--- config.mk ---
export PLATFORM = sky130hd
export DESIGN_NAME = reset_and_watchdog_sequencer
export DESIGN_NICKNAME = d
export VERILOG_FILES = /design/src/hw/reset_seq_pkg.sv /design/src/hw/reset_and_watchdog_sequencer.sv
export SDC_FILE = /design/constraint.sdc
export NUM_CORES = 1
export LEC_CHECK = 0
export BUFFER_PORTS_ARGS = -buffer_cell sky130_fd_sc_hd__clkbuf_2
export CELL_PAD_IN_SITES_DETAIL_PLACEMENT = 1
export CELL_PAD_IN_SITES_GLOBAL_PLACEMENT = 1
export CORE_ASPECT_RATIO = 0.8
export CORE_MARGIN = 1.5
export CORE_UTILIZATION = 25
export DETAILED_ROUTE_END_ITERATION = 10
export PLACE_DENSITY_LB_ADDON = 0.25
export SYNTH_ARGS = -nofsm -noshare
export SYNTH_HDL_FRONTEND = slang
export SYNTH_SLANG_ARGS = --single-unit
--- constraint.sdc ---
create_clock -name sys_clk -period 3.6 [get_ports sys_clk]
set_input_delay 0.18 -clock sys_clk [delete_from_list [all_inputs] [get_ports sys_clk]]
set_output_delay 0.18 -clock sys_clk [all_outputs]
set_load 0.02 [all_outputs]
--- src/hw/reset_seq_pkg.sv ---
// constants and types for the reset and watchdog sequencer
package reset_seq_pkg;

    // ------------------------------------------------------------
    // i/o port map
    // ------------------------------------------------------------
    localparam logic [7:0]  WATCHDOG_CLEAR_ADDR = 8'h26;
    localparam logic [7:0]  PROC_STATUS_ADDR    = 8'hFF;

    // ------------------------------------------------------------
    // processor status fields
    // ------------------------------------------------------------
    localparam int          POWER_ON_BIT        = 4;
    localparam int          USB_RESET_BIT       = 5;
    localparam int          WATCHDOG_BIT        = 6;
    localparam logic [7:0]  FLAG_MASK           = 8'h70;
    localparam logic [7:0]  PROC_STATUS_RESET   = 8'h10;

    // ------------------------------------------------------------
    // entry points and stack
    // ------------------------------------------------------------
    localparam logic [13:0] RESET_VECTOR        = 14'h0000;
    localparam logic [13:0] USB_RESET_VECTOR    = 14'h0002;
    localparam logic [7:0]  STACK_PTR_RESET     = 8'h00;
    localparam logic [7:0]  USB_BUFFER_BASE     = 8'hE8;

    // ------------------------------------------------------------
    // timing
    // ------------------------------------------------------------
    localparam int          CLK_HZ              = 50_000_000;
    localparam int          SHORT_DELAY_US      = 128;
    localparam int          LONG_DELAY_MS       = 128;
    localparam int          WDR_HOLD_US         = 2048;
    localparam int          SHORT_DELAY_CYCLES  = (CLK_HZ / 1_000_000) * SHORT_DELAY_US;
    localparam int          LONG_DELAY_CYCLES   = (CLK_HZ / 1_000) * LONG_DELAY_MS;
    localparam int          WDR_HOLD_CYCLES     = (CLK_HZ / 1_000_000) * WDR_HOLD_US;
    localparam int          COUNT_WIDTH         = 23;
    localparam logic [2:0]  SETTLE_LAST         = 3'h4;

    // ------------------------------------------------------------
    // watchdog
    // ------------------------------------------------------------
    localparam int          TIMER_WIDTH         = 12;
    localparam int          WATCHDOG_TICK_BIT   = 11;
    localparam int          WATCHDOG_WIDTH      = 2;

    typedef enum logic [2:0] {
        ST_SETTLE,
        ST_SUSPEND,
        ST_STARTUP,
        ST_RUN,
        ST_WDR_HOLD
    } seq_state_type;

endpackage : reset_seq_pkg

--- src/hw/reset_and_watchdog_sequencer.sv ---
// reset sequencing, reset cause flags and watchdog for the controller core
//
// What this block does
// Any reset returns registers to defaults, USB addresses zero, interrupts off.
// Any reset loads program and data stack pointers with zero.
// Firmware should move the data stack below the USB buffers at E8.
// Reset cause kept in status port FF: bit4 power-on, bit5 bus, bit6 watchdog.
// After power-on or watchdog reset, fetching starts at address zero.
// Reset entry pushes nothing on the program stack.
// Power-on reset sets the power-on flag, bit 4.
// Power-on forces ports to input; port 3 bit 7 picks the path.
// Strap high and lines idle after power-on: suspend until bus activity.
// Leaving suspend with strap high runs a 128 us start-up delay.
// Strap low after power-on runs a 128 ms start-up delay.
// Strap high: short delay; else power-on flag picks long, else short.
// Firmware should clear the power-on flag before entering suspend.
// Watchdog reset when counter MSB goes low to high.
// Watchdog reset sets status bit 6.
// Two-bit watchdog counter advances on timer bit 11 ticks.
// Any write to port 26 clears the watchdog counter.
// Firmware must clear the watchdog more often than every 8.192 ms.
// Watchdog reset held 2.048 ms, then fetching resumes at zero.
// Watchdog reset disables USB transmit until address MSB is set again.
// External 6 MHz reference needs the oscillator output pin left open.
// USB bus reset is an interrupt through vector 0002, not a restart.
// Cause flags hold until firmware clears them; power-on clears bits 5 and 6, other causes only add.
`timescale 1ns/100ps

module reset_and_watchdog_sequencer
    import reset_seq_pkg::*;
#(
    parameter int unsigned SHORT_DELAY = SHORT_DELAY_CYCLES,
    parameter int unsigned LONG_DELAY  = LONG_DELAY_CYCLES,
    parameter int unsigned WDR_HOLD    = WDR_HOLD_CYCLES
) (
    // clock and power-on reset
    input  wire logic                   sys_clk,
    input  wire logic                   rst,
    // processor i/o port access
    input  wire logic [7:0]             io_addr,
    input  wire logic [7:0]             io_wdata,
    input  wire logic                   io_wr,
    input  wire logic                   io_rd,
    output logic      [7:0]             io_rdata,
    // free-running timer and usb engine
    input  wire logic [TIMER_WIDTH-1:0] free_timer,
    input  wire logic                   usb_bus_reset,
    input  wire logic                   usb_addr_msb,
    output logic                        usb_tx_enable,
    // pins
    input  wire logic                   strap_pin,
    input  wire logic                   usb_dp_pin,
    input  wire logic                   usb_dm_pin,
    // core control
    output logic                        core_reset,
    output logic                        cpu_hold,
    output logic                        gpio_force_input,
    output logic                        suspend,
    output logic                        entry_valid,
    output logic      [13:0]            entry_addr,
    output logic                        entry_push,
    output logic      [7:0]             program_stack_ptr,
    output logic      [7:0]             data_stack_ptr
);

    // ------------------------------------------------------------
    // pin synchronisers
    // ------------------------------------------------------------
    // bit 2 strap, bit 1 d+, bit 0 d-
    logic [2:0] sync_a;
    logic [2:0] sync_b;
    logic [2:0] sync_c;
    logic [2:0] pin_state;
    logic       strap_high;
    logic       line_idle;

    always_ff @(posedge sys_clk or posedge rst) begin
        if (rst) begin
            sync_a    <= 3'h0;
            sync_b    <= 3'h0;
            sync_c    <= 3'h0;
            pin_state <= 3'h0;
        end else begin
            sync_a <= {strap_pin, usb_dp_pin, usb_dm_pin};
            sync_b <= sync_a;
            sync_c <= sync_b;
            for (int i = 0; i < 3; i++) begin
                if (sync_b[i] == sync_c[i]) begin
                    pin_state[i] <= sync_c[i];
                end
            end
        end
    end

    assign strap_high = pin_state[2];
    // low-speed idle (j): d- high, d+ low
    assign line_idle  = pin_state[0] & ~pin_state[1];

    // ------------------------------------------------------------
    // start-up delay choice
    // ------------------------------------------------------------
    // returns the last count of the chosen delay
    function automatic logic [COUNT_WIDTH-1:0] startup_last(
        input logic strap,
        input logic por_seen
    );
        logic [COUNT_WIDTH-1:0] cycles;
        cycles = COUNT_WIDTH'(SHORT_DELAY);
        // strap wins, then power-on flag
        if (!strap && por_seen) begin
            cycles = COUNT_WIDTH'(LONG_DELAY);
        end
        return cycles - COUNT_WIDTH'(1);
    endfunction : startup_last

    // ------------------------------------------------------------
    // watchdog
    // ------------------------------------------------------------
    seq_state_type             state;
    logic [7:0]                status;
    logic                      timer_bit_prev;
    logic                      tick;
    logic                      wd_clear;
    logic [WATCHDOG_WIDTH-1:0] watchdog;
    logic                      wdr_fire;
    logic                      in_run;

    assign in_run = (state == ST_RUN);

    always_ff @(posedge sys_clk or posedge rst) begin
        if (rst) begin
            timer_bit_prev <= 1'b0;
        end else begin
            timer_bit_prev <= free_timer[WATCHDOG_TICK_BIT];
        end
    end

    // rising edge of timer bit 11 is the 4.096 ms tick
    assign tick     = free_timer[WATCHDOG_TICK_BIT] & ~timer_bit_prev;
    // any value written to the clear port
    assign wd_clear = in_run & io_wr & (io_addr == WATCHDOG_CLEAR_ADDR);
    // msb low to high on the 01 -> 10 step
    assign wdr_fire = in_run & tick & ~wd_clear
                    & (watchdog == WATCHDOG_WIDTH'(1));

    always_ff @(posedge sys_clk or posedge rst) begin
        if (rst) begin
            watchdog <= '0;
        end else if (!in_run || wd_clear) begin
            // clear beats a same-cycle tick
            watchdog <= '0;
        end else if (tick) begin
            // two-bit count, cleared in the hold after reaching 10
            watchdog <= watchdog + WATCHDOG_WIDTH'(1);
        end
    end

    // ------------------------------------------------------------
    // sequencer
    // ------------------------------------------------------------
    logic [COUNT_WIDTH-1:0] delay_cnt;
    logic [2:0]             settle_cnt;
    logic                   por_path;
    logic                   pins_settled;

    // synchronisers clear on reset, so pin_state first holds a pin
    // after the fourth edge; the strap decision waits one more
    assign pins_settled = (settle_cnt == SETTLE_LAST);

    always_ff @(posedge sys_clk or posedge rst) begin
        if (rst) begin
            state      <= ST_SETTLE;
            delay_cnt  <= '0;
            settle_cnt <= 3'h0;
            por_path   <= 1'b1;
        end else begin
            unique case (state)
                // synchronisers fill before the strap is trusted
                ST_SETTLE: begin
                    settle_cnt <= settle_cnt + 3'h1;
                    if (pins_settled) begin
                        // strap high and idle lines: suspend
                        if (strap_high && line_idle) begin
                            state <= ST_SUSPEND;
                        end else begin
                            // strap low takes the long delay
                            state     <= ST_STARTUP;
                            delay_cnt <= startup_last(strap_high,
                                                      status[POWER_ON_BIT]);
                        end
                    end
                end
                ST_SUSPEND: begin
                    // bus reset, k or se0 all leave idle
                    if (!line_idle) begin
                        // strap still high gives 128 us
                        state     <= ST_STARTUP;
                        delay_cnt <= startup_last(strap_high,
                                                  status[POWER_ON_BIT]);
                    end
                end
                ST_STARTUP: begin
                    delay_cnt <= delay_cnt - COUNT_WIDTH'(1);
                    if (delay_cnt == '0) begin
                        state    <= ST_RUN;
                        por_path <= 1'b0;
                    end
                end
                ST_RUN: begin
                    if (wdr_fire) begin
                        // hold for 2.048 ms
                        state     <= ST_WDR_HOLD;
                        delay_cnt <= COUNT_WIDTH'(WDR_HOLD) - COUNT_WIDTH'(1);
                    end
                end
                ST_WDR_HOLD: begin
                    delay_cnt <= delay_cnt - COUNT_WIDTH'(1);
                    if (delay_cnt == '0) begin
                        state <= ST_RUN;
                    end
                end
                // unused codes fall back to a fresh settle
                default: begin
                    state <= ST_SETTLE;
                end
            endcase
        end
    end

    // ------------------------------------------------------------
    // core control outputs
    // ------------------------------------------------------------
    // registers, usb addresses and interrupt enables held at default
    assign core_reset       = ~in_run;
    assign cpu_hold         = ~in_run;
    // ports stay inputs through the power-on path
    assign gpio_force_input = por_path;
    assign suspend          = (state == ST_SUSPEND);

    always_ff @(posedge sys_clk or posedge rst) begin
        if (rst) begin
            program_stack_ptr <= STACK_PTR_RESET;
            data_stack_ptr    <= STACK_PTR_RESET;
        end else if (!in_run) begin
            // both stacks restart at zero
            program_stack_ptr <= STACK_PTR_RESET;
            data_stack_ptr    <= STACK_PTR_RESET;
        end
    end

    // ------------------------------------------------------------
    // entry requests
    // ------------------------------------------------------------
    logic run_prev;

    always_ff @(posedge sys_clk or posedge rst) begin
        if (rst) begin
            run_prev <= 1'b0;
        end else begin
            run_prev <= in_run;
        end
    end

    always_ff @(posedge sys_clk or posedge rst) begin
        if (rst) begin
            entry_valid <= 1'b0;
            entry_addr  <= RESET_VECTOR;
            entry_push  <= 1'b0;
        end else if (in_run && !run_prev) begin
            // fetch restarts at zero
            entry_valid <= 1'b1;
            entry_addr  <= RESET_VECTOR;
            // nothing pushed on reset entry
            entry_push  <= 1'b0;
        end else if (in_run && usb_bus_reset && !wdr_fire) begin
            // bus reset enters through its vector
            entry_valid <= 1'b1;
            entry_addr  <= USB_RESET_VECTOR;
            entry_push  <= 1'b1;
        end else begin
            entry_valid <= 1'b0;
        end
    end

    // ------------------------------------------------------------
    // usb transmitter gate
    // ------------------------------------------------------------
    always_ff @(posedge sys_clk or posedge rst) begin
        if (rst) begin
            usb_tx_enable <= 1'b0;
        end else if (!in_run || wdr_fire) begin
            // cleared address keeps the transmitter off
            usb_tx_enable <= 1'b0;
        end else if (usb_addr_msb) begin
            // re-enabled by the address msb
            usb_tx_enable <= 1'b1;
        end
    end

    // ------------------------------------------------------------
    // processor status port
    // ------------------------------------------------------------
    logic       status_wr;
    logic [7:0] next_status;

    assign status_wr = in_run & io_wr & (io_addr == PROC_STATUS_ADDR);

    always_comb begin
        next_status = status;
        // writing zero clears a flag, one keeps it
        if (status_wr) begin
            next_status = status & (io_wdata | ~FLAG_MASK);
        end
        // watchdog flag, set beats clear
        if (wdr_fire) begin
            next_status[WATCHDOG_BIT] = 1'b1;
        end
        // bus reset flag, set beats clear
        if (usb_bus_reset) begin
            next_status[USB_RESET_BIT] = 1'b1;
        end
    end

    always_ff @(posedge sys_clk or posedge rst) begin
        if (rst) begin
            // power-on flag set, others clear
            status <= PROC_STATUS_RESET;
        end else begin
            status <= next_status & FLAG_MASK;
        end
    end

    always_ff @(posedge sys_clk or posedge rst) begin
        if (rst) begin
            io_rdata <= 8'h00;
        end else if (io_rd && io_addr == PROC_STATUS_ADDR) begin
            // firmware reads the cause flags
            io_rdata <= status;
        end else begin
            io_rdata <= 8'h00;
        end
    end

endmodule : reset_and_watchdog_sequencer

## Yosys cells after proc, flatten, opt, wreduce, memory -nomap -nowiden

Index checks and enable logic that the tools add are counted.

| storage, ports and cells | value |
|---|---|
| register bits after elaboration | 74 |
| output and inout bits | 45 |
| word-level logic and storage cells | 110 |

| cells by class | value |
|---|---|
| add/subtract/negate cells | 5 |
| eq/ne operators | 16 |
| muxes and demuxes | 31 |
| bitwise logic cells | 13 |
| reduce and logical (&&, ||, !) cells | 24 |

Operator list:

| kind | count |
|---|---|
| 23-bit 2-to-1 mux | 10 |
| 23-bit case mux with 4 select lines | 1 |
| 23-bit by 1-bit subtractor with 23-bit output, second input constant | 3 |
| 14-bit 2-to-1 mux | 2 |
| 23-bit zero test | 1 |
| 7-bit 2-to-1 mux | 2 |
| 3-bit 2-to-1 mux | 4 |
| 3-bit case mux with 4 select lines | 1 |
| 2-bit nonzero test | 5 |
| 1-bit bitwise AND | 8 |
| 8-bit by 6-bit == test with 1-bit output, second input constant | 1 |
| 8-bit == test, second input constant | 1 |
| 1-bit 2-to-1 mux | 8 |
| 2-bit inequality test, second input constant | 4 |
| 7-bit bitwise AND | 1 |
| 3-bit by 2-bit == test with 1-bit output, second input constant | 2 |
| 3-bit == test, second input constant | 2 |
| 1-bit logical AND | 6 |
| 2-bit 2-to-1 mux | 3 |
| 5-bit AND reduction | 1 |
| 1-bit zero test | 4 |
| 1-bit inverter | 4 |
| 4-bit AND reduction | 1 |
| 4-bit nonzero test | 1 |
| 10 further kinds | 13 |

## Depth between registers and ports, before layout

Gate-level depths: netlist (run 1).

| logic depth | value |
|---|---|
| word-level depth | 10 |
| mapped depth | 10 |

## Least setup slack after synthesis (run 1)

Ideal clock, no wire load.

| timing | value |
|---|---|
| path kind | register to register |
| start point | reg state[1] |
| end point | reg delay_cnt[18] |
| arrival time | 2.469 ns |
| required time | 3.479 ns |
| path slack | 1.010 ns |
| cell stages (with the launch flop) | 11 |
| path through | dfrtp_1 > xnor2_1 > nor2_1 > clkbuf_1 > nand2_1 > ha_1 > clkbuf_1 > nand3_1 > nor4_2 > a21oi_1 > o22a_1 |

| on the way | value |
|---|---|
| longest elaborated chain between the ends | 8 |
| elaborated cells between the ends (all ways) | 19 |
| classes of those cells | 8 x eq/ne; 1 x mux; 6 x bitwise; 4 x reduce/logical |

Ends and longest elaborated chain:

| what | line | source |
|---|---|---|
| start, declared | reset_and_watchdog_sequencer.sv:119 | `seq_state_type state;` |
| start signal, assigned | reset_and_watchdog_sequencer.sv:172 | `state <= ST_SETTLE;` |
| start signal, assigned | reset_and_watchdog_sequencer.sv:184 | `state <= ST_SUSPEND;` |
| start signal, assigned | reset_and_watchdog_sequencer.sv:187 | `state <= ST_STARTUP;` |
| 3-bit by 2-bit == test with 1-bit output | reset_and_watchdog_sequencer.sv:128, reset_and_watchdog_sequencer.sv:177 |  |
| 1-bit bitwise AND (2 in a row) | reset_and_watchdog_sequencer.sv:141 | `assign wd_clear = in_run & io_wr & (io_addr == WATCHDOG_CLEAR_ADDR);` |
| 1-bit inverter | reset_and_watchdog_sequencer.sv:143 | `assign wdr_fire = in_run & tick & ~wd_clear` |
| 1-bit bitwise AND | reset_and_watchdog_sequencer.sv:143 |  |
| 1-bit bitwise AND | reset_and_watchdog_sequencer.sv:144 | `& (watchdog == WATCHDOG_WIDTH'(1));` |
| 2-bit inequality test (no source line) | n/a |  |
| 5-bit AND reduction (no source line) | n/a |  |
| end signal, assigned | reset_and_watchdog_sequencer.sv:188 | `delay_cnt <= startup_last(strap_high,` |
| end signal, assigned | reset_and_watchdog_sequencer.sv:198 | `delay_cnt <= startup_last(strap_high,` |
| end signal, assigned | reset_and_watchdog_sequencer.sv:203 | `delay_cnt <= delay_cnt - COUNT_WIDTH'(1);` |
| end, declared | reset_and_watchdog_sequencer.sv:161 | `logic [COUNT_WIDTH-1:0] delay_cnt;` |

Parallel ways exist; a longest one is shown, timed or not.
A chain may end at the register's enable or synchronous reset.

## Final worst setup path (run 1)

| timing | value |
|---|---|
| start point | reg state[2] |
| end point | reg delay_cnt[18] |

The elaborated chain is that of the path after synthesis.

==> impl_metrics.ini, run 1 <==
[outcome]
run_status = completed

[placed_design]
hpwl_mm = 5.70
finalWeightedCongestion = 0.725
io_buffer_count = 31

[routing]
drtIter0Drc = 103
first_pass_iters = 4
wl_per_cell_um = 15.8
viasPerCell = 4.82
ant_nets = 0
vias = 2421
drt-total-wl_mm = 7.92
drc = 0

[synthesis]
synth_edf_count = 0
ys_seq_elements = 55
synth_area_per_cell_um2 = 9.66
ys_async_sr_fraction_pct = 100
synth_cell_types = 61
netlist_area_um2 = 3060
synth.yosys.seq_area_share_pct = 45.0
ys.flop_type = dfrtp_1
synth_warnings = 0
netlist_instances = 317

[critical_path]
cp_slowest_cell = nor4_2
critPathTopFamily = simple AND/OR/NAND/NOR gates
path_max_fanout = 13
crit_type = register to register
crit_path_cell_trace = xnor2_1 -> nor2_1 -> nand2_1 -> ha_1 -> nand3_1 -> nor4_2 -> a21oi_1 -> o22a_1
start_kind = register
required_ns = 3.79
arrival_ns = 3.03
path_buf_inv = 0
crit_path_end_kind = register
cp_slowest_stage_delay_ns = 0.57

[global_routing]
antenna_found_initial = 0
grt.overflow.total = 0
grt_max_degree = 30
first_global_vias = 2469
gr-usage-all-layers_pct = 12.8
grt_pass1_wl_mm = 13.1

[sta]
setup_viol = 0
rsz0062_at_grt = false
timing.final.hold_violations = 0
skew_ns = 0.00745
slew_viol_final = 0
min_period_over_period_pct = 79.1
maxSlewHeadroom_pct = 58.4
tightest_slew_ns = 0.622
min_period_ns = 2.85
timing.fmax_ghz = 0.351
fin_setup_tns_ns = 0

[clock_tree]
hold_buffers = 4
cts_tree = built
cts-htree-levels = 2
cts_max_path_buffers = 2
ctsResizeCount = 0
numCtsBuffers = 5
cts_root_buffer = clkbuf_16
cts.sinks = 55
postCtsSetupBuffers = 0
clock_latency_ns = 0.30
path_clk_slew_ns = 0.08

[layout]
fin_nets = 394
fin_util_pct = 29.3
nFillCells = 1370
area_growth_pct = 12.5
register_area_um2 = 1380
multi_input_area_um2 = 1460
antennaDiodeCount = 0
drive_above_1_share_pct = 17.8

[power_and_ir_drop]
pwr_density_cell_nw_per_um2 = 740
p_leak_nw = 1.50
vdd_ir_drop_max_mv = 0.286

[floorplanning]
io_pins = 82
fp.dieH_um = 102
row_count = 35
start_util_pct = 26.1
die_w_um = 127
core_um2 = 11700
fp.dieArea_um2 = 12900

[job]
max-cap-violations = 0

[min_path]
hold_path_class = primary input to register
[registers in the layout (all words and copies together) (netlist names)]
signal / flops
gpio_force_input: 1
pin_state: 3
run_prev: 1
status: 3
sync_b: 3
state: 3
watchdog: 2
entry_push: 1
sync_a: 3
entry_valid: 1
usb_tx_enable: 1
sync_c: 3
delay_cnt: 23
settle_cnt: 3
io_rdata: 3
timer_bit_prev: 1
[logic make-up (layout without fill, tap and decap cells)]
kind of cell             Yosys count  in the layout  share of synthesized area [%]
AO/OA/AOI/OAI                     91             91                           20.5
XOR/XNOR                           6              6                           1.72
adder cells (fa/ha/maj)            7              7                           2.62
buffers and inverters             53             57                           11.2
flip-flops                        55             55                           45.0
other                              1             34                          0.122
AND/OR/NAND/NOR                  104            104                           18.8
[worst paths after layout]
path | start | to | slack, ns | cells past startpoint
min reg2reg | sync_a[0]$_DFF_PP0_ | sync_b[0]$_DFF_PP0_ | 0.35 | 0
max reg2reg | state[2]$_DFFE_PP0P_ | delay_cnt[18]$_DFFE_PP0P_ | 0.75 | 8
min | free_timer[11] | timer_bit_prev$_DFF_PP0_ | 0.01 | 1
max in group asynchronous | rst | gpio_force_input$_DFFE_PP1P_ | 2.24 | 4
max | state[2]$_DFFE_PP0P_ | delay_cnt[18]$_DFFE_PP0P_ | 0.75 | 8
min in group asynchronous | rst | sync_a[0]$_DFF_PP0_ | 0.49 | 3
[report_power, final]
| group | total [mW] | leakage, nW | internal, mW | switching [mW] |
|---|---|---|---|---|
| registers | 0.882 | 0.667 | 0.747 | 0.135 |
| logic | 1.16 | 0.764 | 0.426 | 0.736 |
| clock network | 0.503 | 0.0746 | 0.263 | 0.240 |
| total | 2.55 | 1.50 | 1.44 | 1.11 |
[synth_stat cells, drive strengths merged (2+ instances only)]
cell type	n	area, um2
dfrtp	53	1330
buf	39	292
nor2	37	146
a21oi	23	115
nand2	21	78.8
o21ai	17	85.1
inv	8	30.0
o21a	8	60.1
nor3	7	35.0
o22a	7	62.6
a31oi	6	37.5
and3	6	37.5
clkbuf	6	22.5
nand3	6	30.0
nor4	5	80.1
xnor2	5	43.8
ha	4	50.1
nand2b	4	25.0
a21o	3	22.5
a311oi	3	26.3
a31o	3	26.3
maj3	3	30.0
nor2b	3	18.8
o31ai	3	22.5
or4	3	27.5
a211oi	2	15.0
dfstp	2	52.6
nor4b	2	17.5
o211ai	2	15.0
o22ai	2	12.5
o31a	2	17.5
or2	2	12.5
or3	2	12.5
[per-stage QoR]
step / setup WS, ns / hold slack, ns / total power, mW / std cells / instance area, um2
floorplan: 1.01 / 0.211 / 1.73 / 350 / 3190
global placement: 0.863 / 0.280 / 2.03 / 490 / 3260
global route: 0.559 / 0.00392 / 2.74 / 502 / 3440
detailed placement: 0.839 / 0.291 / 2.06 / 490 / 3260
finish: 0.752 / 0.0117 / 2.55 / 502 / 3440
CTS: 0.789 / 0.00998 / 2.58 / 502 / 3440
[worst register-to-register path, delay by kind of cell (launching register included)]
kind / cells / cell delay (ns)
AOI/OAI and AO/OA: 2 / 0.33
xor gates and xnor gates: 1 / 0.35
adders and majority gates: 1 / 0.41
DFF: 1 / 0.55
and+or+nand+nor: 4 / 1.09
[cell type report]
type                       count  area share [%]
inverter                       8           0.872
multi-input combinational    242            42.5
timing repair buffer          41            6.97
sequential                    55            40.0
tap                          148            5.38
clock inverter                 3           0.654
clock buffer                   5            3.63
[per-layer routing]
metal / part of all wire (%) / track usage, %
met1: 50 / 18.0
met2: 45 / 20.7
met3: 4.0 / 2.46
met4: 1.0 / 2.88
met5: 0 / 0
[placed cells by master, fill, tap and decap left out, drive strengths merged, types with 5 or more instances in the layout]
cell / n
xnor2: 5
conb: 34
nand2: 21
o21ai: 17
a21oi: 23
o22a: 7
inv: 10
a31oi: 6
o21a: 8
and3: 6
nor2: 37
buf: 6
clkbuf: 36
dfrtp: 53
nand3: 6
nor3: 7
nor4: 5
Note: power is estimated with default switching activity, not from simulation.
==> run 2: changes to the inputs <==
- clock period: 3.6 -> 2.29 ns (I/O delays scaled with it)
==> run 2 against run 1 <==
  * Utilization grew 1.5 points
  * Cell count grew 3.8%
  * Via count grew 2.4%
  * Power grew 65%
  * Critical endpoint is now delay_cnt[16]$_DFFE_PP0P_
  * Largest power group unchanged
  * Global-route usage grew 0.60 points
  * First-iteration DRC count grew 23%
  * Non-clock buffer count grew 19
==> impl_metrics.ini, run 2 (synthesized netlist as in run 1, its figures left out) <==
[sta]
rsz0062_at_grt = false
skew_ns = 0.00798
tightest_slew_ns = 0.729
min_period_over_period_pct = 95.0
fin_setup_tns_ns = 0
fin_hold_ws_ns = 0.0364
min_period_ns = 2.18
timing.final.hold_violations = 0
slew_viol_final = 0
timing.fmax_ghz = 0.460
setup_viol = 0
maxSlewHeadroom_pct = 51.3
setup_slack_ns = 0.114

[placed_design]
hpwl_mm = 6.09
pre_cts_slack_ns = 0.0792
finalWeightedCongestion = 0.742
dp.cells = 508
io_buffer_count = 31
place_area_um2 = 3410

[global_routing]
grt_pass1_wl_mm = 13.6
first_global_vias = 2516
grt.overflow.total = 0
grt_max_degree = 35
gr-usage-all-layers_pct = 13.4
antenna_found_initial = 0

[critical_path]
path_max_fanout = 8
cp_slowest_stage_delay_ns = 0.55
r2r_start = delay_cnt[7]$_DFFE_PP0P_
start_kind = register
crit_type = register to register
cp_slowest_cell = or3_1
critPathLaunch = delay_cnt[7]$_DFFE_PP0P_
required_ns = 2.47
crit_path_cell_trace = or4_4 -> or3_1 -> nor2_1 -> a31o_2 -> a21oi_1
crit_path_end_kind = register
arrival_ns = 2.36

[layout]
final_common_cell = dfrtp_1
fin_cells = 521
register_area_um2 = 1380
fin_nets = 413
final_cell_mix = dfrtp_1, nor2_1, conb_1
largest-register = delay_cnt
nFillCells = 1391
final_area_um2 = 3620
largest_reg_flops = 23
area_growth_pct = 18.3
fin_util_pct = 30.9
antennaDiodeCount = 0
drive_above_1_share_pct = 22.3
multi_input_area_um2 = 1500

[floorplanning]
core_um2 = 11700
start_util_pct = 26.1
fp.dieH_um = 102
die_w_um = 127
io_pins = 82
fp.dieArea_um2 = 12900
row_count = 35

[power_and_ir_drop]
p_leak_nw = 1.60
pwr_density_cell_nw_per_um2 = 1160
vdd_ir_drop_max_mv = 0.547
power_mw = 4.20

[clock_tree]
cts_root_buffer = clkbuf_16
cts-htree-levels = 2
cts.sinks = 55
path_clk_slew_ns = 0.08
cts_max_path_buffers = 2
clock_latency_ns = 0.29
numCtsBuffers = 5
cts_tree = built

[routing]
drtIter0Drc = 127
drc = 0
wl_per_cell_um = 15.4
ant_nets = 0
first_pass_iters = 4
drt-total-wl_mm = 8.04
vias = 2478
viasPerCell = 4.76

[min_path]
hold_path_class = primary input to register
min_from = io_wdata[4]

[job]
max-cap-violations = 0

[outcome]
run_status = completed
run 2: path summary, 6_finish.rpt:
path                                        endpoint  slack [ns]  cells after the start
max                        delay_cnt[16]$_DFFE_PP0P_        0.11                      5
min in group asynchronous        sync_a[2]$_DFF_PP0_        0.48                      3
min                            status[4]$_DFFE_PP1P_        0.04                      2
max in group asynchronous  delay_cnt[22]$_DFFE_PP0P_        1.14                      4
min reg2reg                      sync_b[0]$_DFF_PP0_        0.35                      0
max reg2reg                delay_cnt[16]$_DFFE_PP0P_        0.11                      5
run 2: cell type report:
type	count	share of cell area, %
sequential	55	38.1
multi-input combinational	242	41.3
tap	148	5.11
inverter	8	0.829
clock buffer	6	3.56
clock inverter	2	0.449
timing repair buffer	60	10.6
run 2: repair_timing:
item | CTS | global route
setup endpoints to repair | 0 | 7
hold buffers | 5 | 0
resized for setup | 0 | 2
endpoints found under the hold margin | 34 | 0
buffers inserted | 0 | 0
run 2: layer usage:
metal / global-route usage [%] / wire [um] / share of wire [%] / vias to the layer above
li1: - / - / - / 1185
met2: 21.5 / 3560 / 44 / 42
met4: 2.36 / 56 / 0.70 / 0
met5: 0 / 0 / 0 / -
met1: 19.3 / 4200 / 52 / 1247
met3: 2.46 / 225 / 2.8 / 4
run 2: critical path, delay by kind of cell, from the launching register on:
family	cells	cell delay, ns
AND/OR/NAND/NOR	3	1.38
flip-flops	1	0.43
AO/OA/AOI/OAI	2	0.26
run 2: power breakdown:
group / leakage, nW / switching, mW / internal (mW) / total, mW
Combinational: 0.868 / 1.24 / 0.830 / 2.07
Sequential: 0.667 / 0.180 / 1.17 / 1.35
Clock: 0.0675 / 0.365 / 0.411 / 0.776
